--- src/hw/tofc_pkg.sv ---
// constants and types for the transmitted-ok frame statistics counter
// assumes an apb master on the same clock as the transmit engine
package tofc_pkg;
  localparam int unsigned TOFC_ADDR_W = 12;
  localparam int unsigned TOFC_DATA_W = 32;
  localparam int unsigned TOFC_TALLY_W = 16;
  localparam int unsigned TOFC_LANES = 2;
  localparam int unsigned TOFC_LANE_W = 8;

  typedef logic [TOFC_TALLY_W-1:0] tofc_tally_t;
  typedef logic [TOFC_ADDR_W-1:0] tofc_addr_t;
  typedef logic [TOFC_DATA_W-1:0] tofc_word_t;

  // register word and its alias words
  localparam tofc_addr_t TOFC_STAT_OFS = 12'h000;
  localparam tofc_addr_t TOFC_CLEAR_OFS = 12'h004;
  localparam tofc_addr_t TOFC_SET_OFS = 12'h008;
  localparam tofc_addr_t TOFC_TOGGLE_OFS = 12'h00C;

  localparam tofc_tally_t TOFC_TALLY_RST = 16'h0000;
  localparam tofc_tally_t TOFC_TALLY_ONE = 16'h0001;
  localparam tofc_word_t TOFC_WORD_ZERO = 32'h0000_0000;
  localparam logic [15:0] TOFC_UPPER_ZERO = 16'h0000;
  localparam logic [TOFC_LANES-1:0] TOFC_NO_LANES = 2'h0;
  localparam logic [TOFC_LANES-1:0] TOFC_ALL_LANES = 2'h3;

  typedef enum logic [1:0] {
    TOFC_OP_WRITE = 2'b00,
    TOFC_OP_CLEAR = 2'b01,
    TOFC_OP_SET = 2'b11,
    TOFC_OP_TOGGLE = 2'b10
  } tofc_op_t;
endpackage

--- src/hw/tofc_stat_counter.sv ---
// transmitted-ok frame statistics register with apb slave
// assumes tx_frame_ok and rd_lane_en come from logic on sys_clk
// every access answers in the cycle after its setup, with no wait states
`timescale 1ns/100ps
module tofc_stat_counter
  import tofc_pkg::*;
(
  // clock and reset
  input wire logic sys_clk,
  input wire logic rst_b,
  // apb slave
  input wire logic psel,
  input wire logic penable,
  input wire logic pwrite,
  input wire logic [TOFC_ADDR_W-1:0] paddr,
  input wire logic [TOFC_DATA_W-1:0] pwdata,
  input wire logic [3:0] pstrb,
  output logic [TOFC_DATA_W-1:0] prdata,
  output logic pready,
  output logic pslverr,
  // read byte lanes, held with the apb read request
  input wire logic [TOFC_LANES-1:0] rd_lane_en,
  // transmit engine
  input wire logic tx_frame_ok,
  // live tally
  output logic [TOFC_TALLY_W-1:0] tx_ok_frame_tally
);

  logic rst_meta_b;
  logic rst_sync_b;
  tofc_tally_t tally_r, tally_nxt;
  tofc_word_t prdata_r, prdata_nxt;
  logic pready_r, pready_nxt;
  logic pslverr_r, pslverr_nxt;
  logic setup;
  logic done;
  logic hit_stat, hit_alias, mapped;
  tofc_op_t op;
  tofc_tally_t lane_mask;
  tofc_tally_t base;

  // reset release through two flops; assertion is immediate
  always_ff @(posedge sys_clk or negedge rst_b) begin
    if (!rst_b) begin
      rst_meta_b <= 1'b0;
      rst_sync_b <= 1'b0;
    end else begin
      rst_meta_b <= 1'b1;
      rst_sync_b <= rst_meta_b;
    end
  end

  assign setup = psel && !penable;
  assign done = psel && penable && pready_r;
  assign hit_stat = (paddr == TOFC_STAT_OFS);
  assign hit_alias = (paddr == TOFC_CLEAR_OFS) || (paddr == TOFC_SET_OFS)
    || (paddr == TOFC_TOGGLE_OFS);
  assign mapped = hit_stat || hit_alias;

  always_comb begin
    unique case (paddr)
      TOFC_CLEAR_OFS: op = TOFC_OP_CLEAR;
      TOFC_SET_OFS: op = TOFC_OP_SET;
      TOFC_TOGGLE_OFS: op = TOFC_OP_TOGGLE;
      default: op = TOFC_OP_WRITE;
    endcase
  end

  // only the two low byte lanes reach storage; upper strobes are dropped
  for (genvar g = 0; g < TOFC_LANES; g++) begin : g_lane
    assign lane_mask[g*TOFC_LANE_W +: TOFC_LANE_W] = {TOFC_LANE_W{pstrb[g]}};
  end

  // software action first, then the frame event on top so no frame is lost
  always_comb begin
    base = tally_r;
    if (done && mapped && pwrite) begin
      unique case (op)
        TOFC_OP_WRITE: base = (tally_r & ~lane_mask)
          | (pwdata[TOFC_TALLY_W-1:0] & lane_mask);
        TOFC_OP_CLEAR: base = tally_r & ~(pwdata[TOFC_TALLY_W-1:0] & lane_mask);
        TOFC_OP_SET: base = tally_r | (pwdata[TOFC_TALLY_W-1:0] & lane_mask);
        TOFC_OP_TOGGLE: base = tally_r ^ (pwdata[TOFC_TALLY_W-1:0] & lane_mask);
      endcase
    end else if (done && hit_stat && !pwrite && (rd_lane_en != TOFC_NO_LANES)) begin
      base = TOFC_TALLY_RST;
    end
    // wraps on overflow; receive side has no path in here
    tally_nxt = tx_frame_ok ? base + TOFC_TALLY_ONE : base;
  end

  // answer one cycle after setup; read data is the value the access will clear
  always_comb begin
    pready_nxt = setup;
    pslverr_nxt = setup && !mapped;
    prdata_nxt = prdata_r;
    if (setup) begin
      prdata_nxt = TOFC_WORD_ZERO;
      if (!pwrite && hit_stat) begin
        prdata_nxt = {TOFC_UPPER_ZERO, tally_nxt};
      end
    end
  end

  always_ff @(posedge sys_clk or negedge rst_sync_b) begin
    if (!rst_sync_b) begin
      tally_r <= TOFC_TALLY_RST;
      prdata_r <= TOFC_WORD_ZERO;
      pready_r <= 1'b0;
      pslverr_r <= 1'b0;
    end else begin
      tally_r <= tally_nxt;
      prdata_r <= prdata_nxt;
      pready_r <= pready_nxt;
      pslverr_r <= pslverr_nxt;
    end
  end

  assign prdata = prdata_r;
  assign pready = pready_r;
  assign pslverr = pslverr_r;
  assign tx_ok_frame_tally = tally_r;

  logic sw_idle;
  assign sw_idle = !(done && mapped);
endmodule

--- config.mk ---
export PLATFORM = sky130hd
export DESIGN_NAME = tofc_stat_counter
export DESIGN_NICKNAME = d
export VERILOG_FILES = /design/src/hw/tofc_pkg.sv /design/src/hw/tofc_stat_counter.sv
export SDC_FILE = /design/constraint.sdc
export NUM_CORES = 1
export LEC_CHECK = 0
export BUFFER_PORTS_ARGS = -buffer_cell sky130_fd_sc_hd__buf_4
export CAP_MARGIN = 5
export CORE_UTILIZATION = 30
export DETAILED_ROUTE_END_ITERATION = 6
export SLEW_MARGIN = 20
export SYNTH_ARGS = -nofsm -noshare
export SYNTH_HDL_FRONTEND = slang
export SYNTH_SLANG_ARGS = --single-unit
--- constraint.sdc ---
create_clock -name sys_clk -period 1.4 [get_ports sys_clk]
set_input_delay 0.07 -clock sys_clk [delete_from_list [all_inputs] [get_ports sys_clk]]
set_output_delay 0.07 -clock sys_clk [all_outputs]
set_load 0.02 [all_outputs]
==> flow_summary.toml, run 1 <==
[global_routing]
antenna_found_initial = 0
grt_first_pass_wirelength_um = 15370
grt_remaining_overflow = 0
grt_usage = 0.2001
grt_max_degree = 35
grt_pass1_vias = 3072

[yosys]
synth.distinct_cells = 55
synth_edf_count = 0
avgSynthCellArea_um2 = 8.790
muxShareOfSynthArea = 0.008186
postSynthCellCount = 313
yosys.area_share.simple = 0.1951
synth_area_um2 = 2751
synth_compound_area_frac = 0.2560
ys_seq_area_frac = 0.3274
yosysWarnings = 0
synth_ff_type = "dfrtp_1"
synth_top_family_by_area = "compound AO/OA/AOI/OAI gates"
synth-xor-area-share = 0.03820
synth_fa_ha_area_frac = 0.09095
ys_seq_elements = 36
ys_async_sr_fraction = 1.000

[sta]
post-route-period-util = 2.321
finalSetupViolCount = 32
min_period_ps = 3250
grt_setup_unrepaired = "true"
drv_slew = 0
fin_ws_ps = -1850
fmax_mhz = 307.7
finClkSkew_ps = 7.730
hold_viol = 0

[drt]
top_layer_used = "met4"
remaining_drc_errors = 14
viasPerCell = 5.140
dr_wl_met3_um = 488
wl_per_cell_um = 16.01
first_pass_iters = 6
met1_length_um = 4350
vias = 3089
drt_wl_total_um = 9623
ant_nets = 0
dr.first_iter.drc_count = 123
route.met2.wl_um = 4623

[pwr]
peakVddDrop_mv = 0.4520
leakagePower_nw = 2.411
powerDensity_nw_per_um2 = 834.4

[clock_tree]
clock_path_buffers = 2
cts.sinks = 36
cts_tree = "built"
htreeDepth = 2
clockRootBuffer = "clkbuf_8"
clock_latency_ps = 290
clkTransAtPathRegs_ps = 80
numCtsBuffers = 5

[place]
gp_congestion = 0.8598
place_inst = 567
hpwl_um = 7003
portBuffers = 71

[outcome]
violations = "DRC, setup timing"
outcome = "complete, but fails checks"

[worst_setup_path]
crit_buf_inv = 1
critPathTopFamily = "simple AND/OR/NAND/NOR gates"
critPathLaunchType = "input pin"
r2r-start = "pready"
required_ps = 1630
critPathSlowestCell = "or4_4"
path_max_fanout = 7
arrival_ps = 3480
crit_path_end_kind = "flip-flop"
critical_path.cell_chain = "buf_6 > or4_4 > or2_4 > nor2_4 > and2_4 > ha_4 > nand2b_4 > nand2_4 > a311oi_4 > a21o_1 > ha_4 > nand2_4 > a211oi_4 > a21boi_4 > nand4b_1 > xnor2_1 > a22o_1"
crit_path_start = "paddr[4]"
critPathKind = "in2reg"
cp_slowest_stage_delay_ps = 520

[floorplan]
ioPinCount = 106
dieArea_um2 = 9558
rows = 34
start_util = 0.3124
placeableCoreArea_um2 = 8806
die_y_um = 97.77
die_w_um = 97.77

[cells_and_area]
fin_util = 0.5553
layout_commonest_cell = "buf_4"
layout_common_cells = "buf_4 (173), nand2_1 (40), dfrtp_1 (36)"
layout-drive-gt1-share = 0.5558
nNetsFinal = 568
area_growth_syn_to_layout_pct = 77.72
stdcell_count = 601
insertedDiodeCount = 0

[flow_run]
drv_cap = 0

[min_path]
hp-class = "in2async"
[worst paths after layout]
kind,to,slack [ps],cells after the start
max,prdata[12],-1850,17
min,rst_meta_b,100,2
max reg2reg,prdata[12],-1520,9
min reg2reg,prdata[5],280,1
max in group asynchronous,prdata[2],810,1
min in group sys_clk,tx_ok_frame_tally[0],160,3
[cells in the mapped netlist, types with 2 or more instances]
master / count / area (µm²)
nor2_1: 13 / 48.80
xnor2_1: 6 / 52.55
a311oi_1: 2 / 17.52
or2_2: 3 / 18.77
ha_1: 20 / 250.2
nand4_1: 2 / 12.51
a221oi_1: 2 / 17.52
buf_1: 2 / 7.510
a22o_1: 15 / 131.4
buf_2: 2 / 10.01
buf_4: 16 / 120.1
nand2_1: 47 / 176.4
inv_1: 10 / 37.54
a31oi_1: 12 / 75.07
or3_1: 2 / 12.51
a32oi_1: 2 / 17.52
nand4b_1: 2 / 17.52
conb_1: 2 / 7.510
nor4b_2: 2 / 30.03
and3_1: 3 / 18.77
o22ai_1: 2 / 12.51
a21oi_1: 15 / 75.07
a21o_1: 2 / 15.01
o21a_1: 3 / 22.52
and3b_1: 2 / 17.52
a22oi_1: 3 / 22.52
xor2_1: 6 / 52.55
and2_1: 4 / 25.02
nand3_1: 7 / 35.03
nor4_1: 3 / 18.77
or4_1: 4 / 30.03
a221o_1: 4 / 40.04
o31ai_1: 4 / 30.03
o21ai_0: 17 / 85.08
dfrtp_1: 36 / 900.9
nand2b_1: 4 / 25.02
mux2_2: 2 / 22.52
clkbuf_1: 13 / 48.80
[routing by layer]
metal,global-route usage,vias to the layer above
li1,-,1482
met1,0.2770,1488
met2,0.3328,102
met3,0.02291,17
met4,0.05128,0
met5,0,-
[sequential cells by signal, indices dropped and copies added (netlist names)]
signal             count
prdata                16
tx_ok_frame_tally     16
pready                 1
pslverr                1
rst_meta_b             1
rst_sync_b             1
[layout make-up]
class / count / area (µm²)
clock inverter: 3 / 18.77
sequential: 36 / 900.9
inverter: 10 / 40.04
fill: 769 / 3916
multi-input combinational: 249 / 2185
clock buffer: 5 / 68.82
tap: 108 / 135.1
timing repair buffer: 190 / 1541
[through the flow]
| stage | setup WS (ps) | instance area, µm² | setup TNS, ps | power, mW | hold slack (ps) |
|---|---|---|---|---|---|
| 6_report | -1850 | 4890 | -51140 | 4.080 | 98.75 |
| 5_1_grt | -1941 | 4890 | -54040 | 4.292 | 86.69 |
| 4_1_cts | -1721 | 4649 | -47020 | 3.953 | 79.02 |
| 3_5_place_dp | -2219 | 4187 | -60980 | 2.986 | -145.2 |
| 3_3_place_gp | -2112 | 4187 | -58780 | 2.938 | -147.2 |
| 2_1_floorplan | -1948 | 2973 | -50450 | 2.148 | -225.6 |
[cell families (layout without fill, tap and decap cells)]
kind of cell    after synthesis  after routing
compound gates               94             94
xor+xnor                     12             12
fa+ha+maj                    20             20
buf+inv                      43            208
flops                        36             36
mux                           2              2
other cells                   2             17
simple gates                104            104
[where the power goes]
part | total [mW] | switching, mW | internal, mW
Combinational | 2.13 | 1.07 | 1.05
Sequential | 1.21 | 0.0758 | 1.14
Clock | 0.739 | 0.392 | 0.347
Total | 4.08 | 1.54 | 2.54
[worst register-to-register path, stage by stage (launching register included)]
cell      delay (ps)
dfrtp_1          350
nand4_1          120
or4_1            540
buf_4            230
a311o_1          390
a211oi_4         290
a21boi_4         340
nand4b_1         170
xnor2_1          270
a22o_1           160
[timing repair]
item,CTS,global route
gates cloned,0,0
pin swaps,32,31
hold endpoints to repair,2,0
setup buffers,18,11
endpoints found under the setup margin,32,32
hold buffers,1,0
resized for setup,51,34
Note: power is estimated with default switching activity, not from simulation.
==> inputs of run 2 (changes only) <==
--- a/config.mk
+++ b/config.mk
@@ -7,8 +7,11 @@
 export LEC_CHECK = 0
 export BUFFER_PORTS_ARGS = -buffer_cell sky130_fd_sc_hd__buf_4
 export CAP_MARGIN = 5
-export CORE_UTILIZATION = 30
+export CELL_PAD_IN_SITES_DETAIL_PLACEMENT = 0
+export CELL_PAD_IN_SITES_GLOBAL_PLACEMENT = 2
+export CORE_UTILIZATION = 28
 export DETAILED_ROUTE_END_ITERATION = 6
+export PLACE_DENSITY_LB_ADDON = 0.1
 export SLEW_MARGIN = 20
 export SYNTH_ARGS = -nofsm -noshare
 export SYNTH_HDL_FRONTEND = slang
==> run 2 against run 1 <==
The run ends with setup timing left. Non-clock buffer count unchanged. Setup slack improved by 96 ps. Fmax increased by 3.0%. Clock skew decreased by 2.4 ps. Largest power group unchanged.
==> flow_summary.toml, run 2 (same netlist as run 1, synthesis figures left out) <==
[worst_setup_path]
critPathKind = "in2reg"
critPathLaunchType = "input pin"
path_max_fanout = 7
r2r-start = "pready"
r2r_slack_ps = -1460
critical_path.cell_chain = "buf_6 > or4_4 > or2_4 > nor2_4 > and2_4 > ha_4 > nand2b_4 > nand2_4 > a311oi_4 > a21o_1 > ha_2 > nand2_2 > a211oi_4 > a21boi_4 > nand4b_1 > xnor2_2 > a22o_1"
critPathSlowestCell = "or4_4"
crit_path_start = "paddr[1]"
cp_slowest_stage_delay_ps = 520
required_ps = 1590
arrival_ps = 3340
crit_path_end_kind = "flip-flop"
reg2reg_to = "prdata[12]"
rr_worst_depth = 9

[drt]
drt_wl_total_um = 9666
wl_per_cell_um = 15.54
dr.first_iter.drc_count = 100
viasPerCell = 4.849
vias = 3016
first_pass_iters = 4
ant_nets = 0
remaining_drc_errors = 0

[cells_and_area]
layout_common_cells = "buf_4 (177), nand2_1 (39), dfrtp_1 (36)"
fill_cells = 901
layout-drive-gt1-share = 0.5517
nNetsFinal = 568
layout_commonest_cell = "buf_4"
multi_input_area_um2 = 2146
stdcell_count = 622
area.sequential_um2 = 900.9
insertedDiodeCount = 0
area_growth_syn_to_layout_pct = 75.81

[floorplan]
start_util = 0.2936
dieArea_um2 = 10230
die_w_um = 101.1
rows = 35
ioPinCount = 106
placeableCoreArea_um2 = 9371
die_y_um = 101.1

[global_routing]
grt_pass1_vias = 2950
grt_first_pass_wirelength_um = 15640
grt_remaining_overflow = 0
grt_usage = 0.1999
antenna_found_initial = 0
grt_max_degree = 35

[flow_run]
drv_cap = 0

[clock_tree]
clock_path_buffers = 2
cts_tree = "built"
numCtsBuffers = 5
clkTransAtPathRegs_ps = 80
clock_latency_ps = 290
htreeDepth = 2
clockRootBuffer = "clkbuf_8"
cts.sinks = 36

[place]
portBuffers = 71
place_inst = 597
gp_congestion = 0.7941
hpwl_um = 7417

[pwr]
p_clk_frac = 0.223
powerDensity_nw_per_um2 = 870.9
seqPwrFrac = 0.288
peakVddDrop_mv = 0.4691
combPwrFrac = 0.489
swShare = 0.3622
p_switching_mw = 1.526
intPower_mw = 2.687
finalPower_mw = 4.213
leakagePower_nw = 2.410

[sta]
finalSetupViolCount = 32
hold_viol = 0
grt_setup_unrepaired = "true"
fin_ws_ps = -1754
finClkSkew_ps = 5.338
post-route-period-util = 2.253
drv_slew = 0
min_period_ps = 3154
fmax_mhz = 317.1

[min_path]
hp-class = "in2async"

[outcome]
outcome = "complete, but fails checks"
violations = "setup timing"
## run 2: routing by layer
layer  wire [µm]  vias to the layer above  GRT usage
met5           0                        -          0
met4         105                        0    0.05240
met3         484                        9    0.02070
met2        4163                       83     0.2857
met1        4913                     1448     0.3157
li1            -                     1476          -
## run 2: worst max-delay path: cells and delay by family
family                     cells  cell delay (ps)
AOI/OAI and AO/OA              5             1140
xor gates and xnor gates       1              180
adders and majority gates      2              300
buffers and inverters          1               90
and+or+nand+nor                8             1560
## run 2: worst max-delay path by stage
stage	endpoint	slack, ps	cells past startpoint
6_report	prdata[12]	-1750	17
5_1_grt	prdata[12]	-1900	17
3_5_place_dp	prdata[6]	-2280	17
4_1_cts	prdata[12]	-1730	17
2_1_floorplan	prdata[8]	-1950	17
3_3_place_gp	prdata[6]	-2250	16
## run 2: power groups by stage
stage | Sequential (mW) | Clock (mW) | Combinational, mW
6_report | 1.21 | 0.941 | 2.06
2_1_floorplan | 1.41 | 0 | 0.736
4_1_cts | 1.21 | 0.981 | 1.99
5_1_grt | 1.23 | 1.02 | 2.24
3_5_place_dp | 1.23 | 0 | 1.73
3_3_place_gp | 1.23 | 0 | 1.72
## run 2: final cells by class
cell class / instances / area share
timing repair buffer: 190 / 0.3047
inverter: 10 / 0.009053
clock inverter: 3 / 0.008795
clock buffer: 5 / 0.01423
multi-input combinational: 249 / 0.4436
sequential: 36 / 0.1862
tap: 129 / 0.03337
## run 2: what timing repair did
action,CTS,global route
resized for setup,59,22
setup buffers,11,7
setup endpoints to repair,32,32
pin swaps,34,23
hold buffers,1,0
hold endpoints to repair,2,0
## run 2: stage by stage
stage                     utilization  worst slack [ps]  TNS [ps]  hold WS, ps  area (µm²)
final                          0.5162             -1754    -47030        80.76        4837
after detailed placement       0.4501             -2282    -62630       -144.9        4218
after floorplan                     -             -1948    -50450       -225.6        2973
after CTS                      0.5020             -1730    -46120        68.36        4705
after global placement         0.4501             -2248    -61040       -144.7        4218
after global routing           0.5162             -1901    -50840        76.48        4837
==> inputs of run 3 (changes only) <==
--- a/config.mk
+++ b/config.mk
@@ -9,6 +9,7 @@
 export CAP_MARGIN = 5
 export CELL_PAD_IN_SITES_DETAIL_PLACEMENT = 0
 export CELL_PAD_IN_SITES_GLOBAL_PLACEMENT = 2
+export CORE_ASPECT_RATIO = 0.9
 export CORE_UTILIZATION = 28
 export DETAILED_ROUTE_END_ITERATION = 6
 export PLACE_DENSITY_LB_ADDON = 0.1
==> constraint.sdc (replaced) <==
create_clock -name sys_clk -period 3.4 [get_ports sys_clk]
set_input_delay 0.17 -clock sys_clk [delete_from_list [all_inputs] [get_ports sys_clk]]
set_output_delay 0.17 -clock sys_clk [all_outputs]
set_load 0.02 [all_outputs]
==> run 3 against run 2 <==
The run still ends with setup timing left. Power decreased by 64%. Final area fell by 16%. Via count shrank 8.4%. Setup slack improved by 1700 ps. Utilization is 8.0 points lower. Global-route usage decreased by 2.3 points.
==> flow_summary.toml, run 3 (same netlist as run 1, synthesis figures left out) <==
[global_routing]
grt_usage = 0.1770
antenna_found_initial = 0
grt_pass1_vias = 2513
grt_first_pass_wirelength_um = 13910
grt_max_degree = 35
grt_remaining_overflow = 0

[worst_setup_path]
crit_path_end = "prdata[12]"
cp_slowest_stage_delay_ps = 520
rr_worst_depth = 11
crit_path_start = "paddr[1]"
path_max_fanout = 7
critPathSlowestCell = "or4_4"
r2r_slack_ps = 260
crit_path_end_kind = "flip-flop"
arrival_ps = 3600
reg2reg_to = "prdata[12]"
required_ps = 3580
r2r-start = "pready"
cp_common_cell = "buf_6"
critical_path.cell_chain = "buf_6 > or4_4 > or2_4 > nor2_4 > nand2_4 > buf_6 > inv_4 > ha_4 > nand2b_4 > buf_4 > nand2_1 > a311o_1 > a211oi_4 > a21boi_4 > nand4b_1 > xnor2_2 > a22o_1"
critPathLaunchType = "input pin"
critPathKind = "in2reg"

[floorplan]
start_util = 0.2949
ioPinCount = 106
dieArea_um2 = 10230
die_y_um = 96.04
die_w_um = 106.5
rows = 33
placeableCoreArea_um2 = 9331

[pwr]
seqPwrFrac = 0.358
p_clk_frac = 0.247
powerDensity_nw_per_um2 = 374.6
leakagePower_nw = 1.971
p_switching_mw = 0.5506
combPwrFrac = 0.395
swShare = 0.3615
peakVddDrop_mv = 0.1811
finalPower_mw = 1.523
intPower_mw = 0.9726

[drt]
dr.first_iter.drc_count = 112
vias = 2763
drt_wl_total_um = 8811
wl_per_cell_um = 15.85
first_pass_iters = 4
ant_nets = 0
viasPerCell = 4.969
remaining_drc_errors = 0

[place]
hpwl_um = 6858
place_ws_ps = -388.0
portBuffers = 71
gp_congestion = 0.7920

[sta]
finClkSkew_ps = 4.129
drv_slew = 0
setup_tns_ps = -26.46
worst_slew_pin_slew_ps = 824.5
post-route-period-util = 1.008
grt_setup_unrepaired = "true"
slew_headroom = 0.4503
hold_viol = 0
fin_ws_ps = -26.46
fmax_mhz = 291.8
min_period_ps = 3426
finalSetupViolCount = 1

[cells_and_area]
layout_commonest_cell = "buf_4"
area_growth_syn_to_layout_pct = 47.79
layout_common_cells = "buf_4 (126), nand2_1 (41), dfrtp_1 (36)"
nNetsFinal = 509
fin_util = 0.4358
layout-drive-gt1-share = 0.4147
insertedDiodeCount = 0

[clock_tree]
cts_tree = "built"
clockRootBuffer = "clkbuf_8"
cts.sinks = 36
clkTransAtPathRegs_ps = 80
htreeDepth = 2
numCtsBuffers = 5
clock_path_buffers = 2
clock_latency_ps = 290

[min_path]
hp-class = "in2reg"

[outcome]
outcome = "complete, but fails checks"
violations = "setup timing"

[flow_run]
drv_cap = 0
==> run 3: cell types whose count changed in the layout (fill, tap and decap cells not counted), sizes merged <==
cell / delta
buf: -59
clkinvlp: -1
inv: +1
==> run 3: worst min-delay path by stage <==
stage | cells after the start | slack (ps) | to | startpoint
6_report | 2 | 160 | tx_ok_frame_tally[0] | tx_frame_ok
5_1_grt | 2 | 150 | tx_ok_frame_tally[0] | tx_frame_ok
4_1_cts | 2 | 140 | tx_ok_frame_tally[0] | tx_frame_ok
3_5_place_dp | 1 | -40 | rst_sync_b | rst_b
3_3_place_gp | 1 | -50 | rst_meta_b | rst_b
2_1_floorplan | 0 | -130 | rst_meta_b | rst_b
==> run 3: critical path: cells and delay by family <==
family                   cells  cell delay [ps]
buffers and inverters        4              410
adder cells (fa/ha/maj)      1              120
AO/OA/AOI/OAI                4             1240
AND/OR/NAND/NOR              7             1440
XOR/XNOR                     1              190
==> run 3: power by group through the flow <==
stage	clock, mW	combinational, mW	sequential, mW
floorplan	0	0.275	0.582
global placement	0	0.532	0.549
detailed placement	0	0.533	0.550
CTS	0.388	0.548	0.542
global route	0.413	0.658	0.551
finish	0.377	0.601	0.545
==> run 3: through the flow <==
stage	hold WS, ps	std cells	instance area [µm²]
2_1_floorplan	-125.6	328	2878
3_3_place_gp	-46.21	540	3766
3_5_place_dp	-43.85	540	3766
4_1_cts	137.6	550	3895
5_1_grt	153.6	556	4066
6_report	163.5	556	4066
==> run 3: routing by layer <==
layer,vias to the layer above,global-route usage,routed length (µm)
li1,1358,-,-
met1,1314,0.2877,4847
met2,86,0.2430,3517
met3,5,0.02234,382
met4,0,0.03425,64
met5,-,0,0
==> run 3: timing repair <==
action                                  CTS  global route
hold buffers                              1             0
setup buffers                             1             6
hold endpoints to repair                  2             0
resized for setup                         0            28
endpoints found under the setup margin    6            17
pin swaps                                 5            23
==> run 3: area by class of cell <==
| type | instances | area (µm²) |
|---|---|---|
| clock buffers | 5 | 68.82 |
| clock inverters | 3 | 42.54 |
| fillers | 971 | 5265 |
| inverters | 10 | 40.04 |
| multi-input cells | 249 | 1861 |
| flip-flops and latches | 36 | 900.9 |
| well taps | 122 | 152.6 |
| repair buffers | 131 | 1001 |
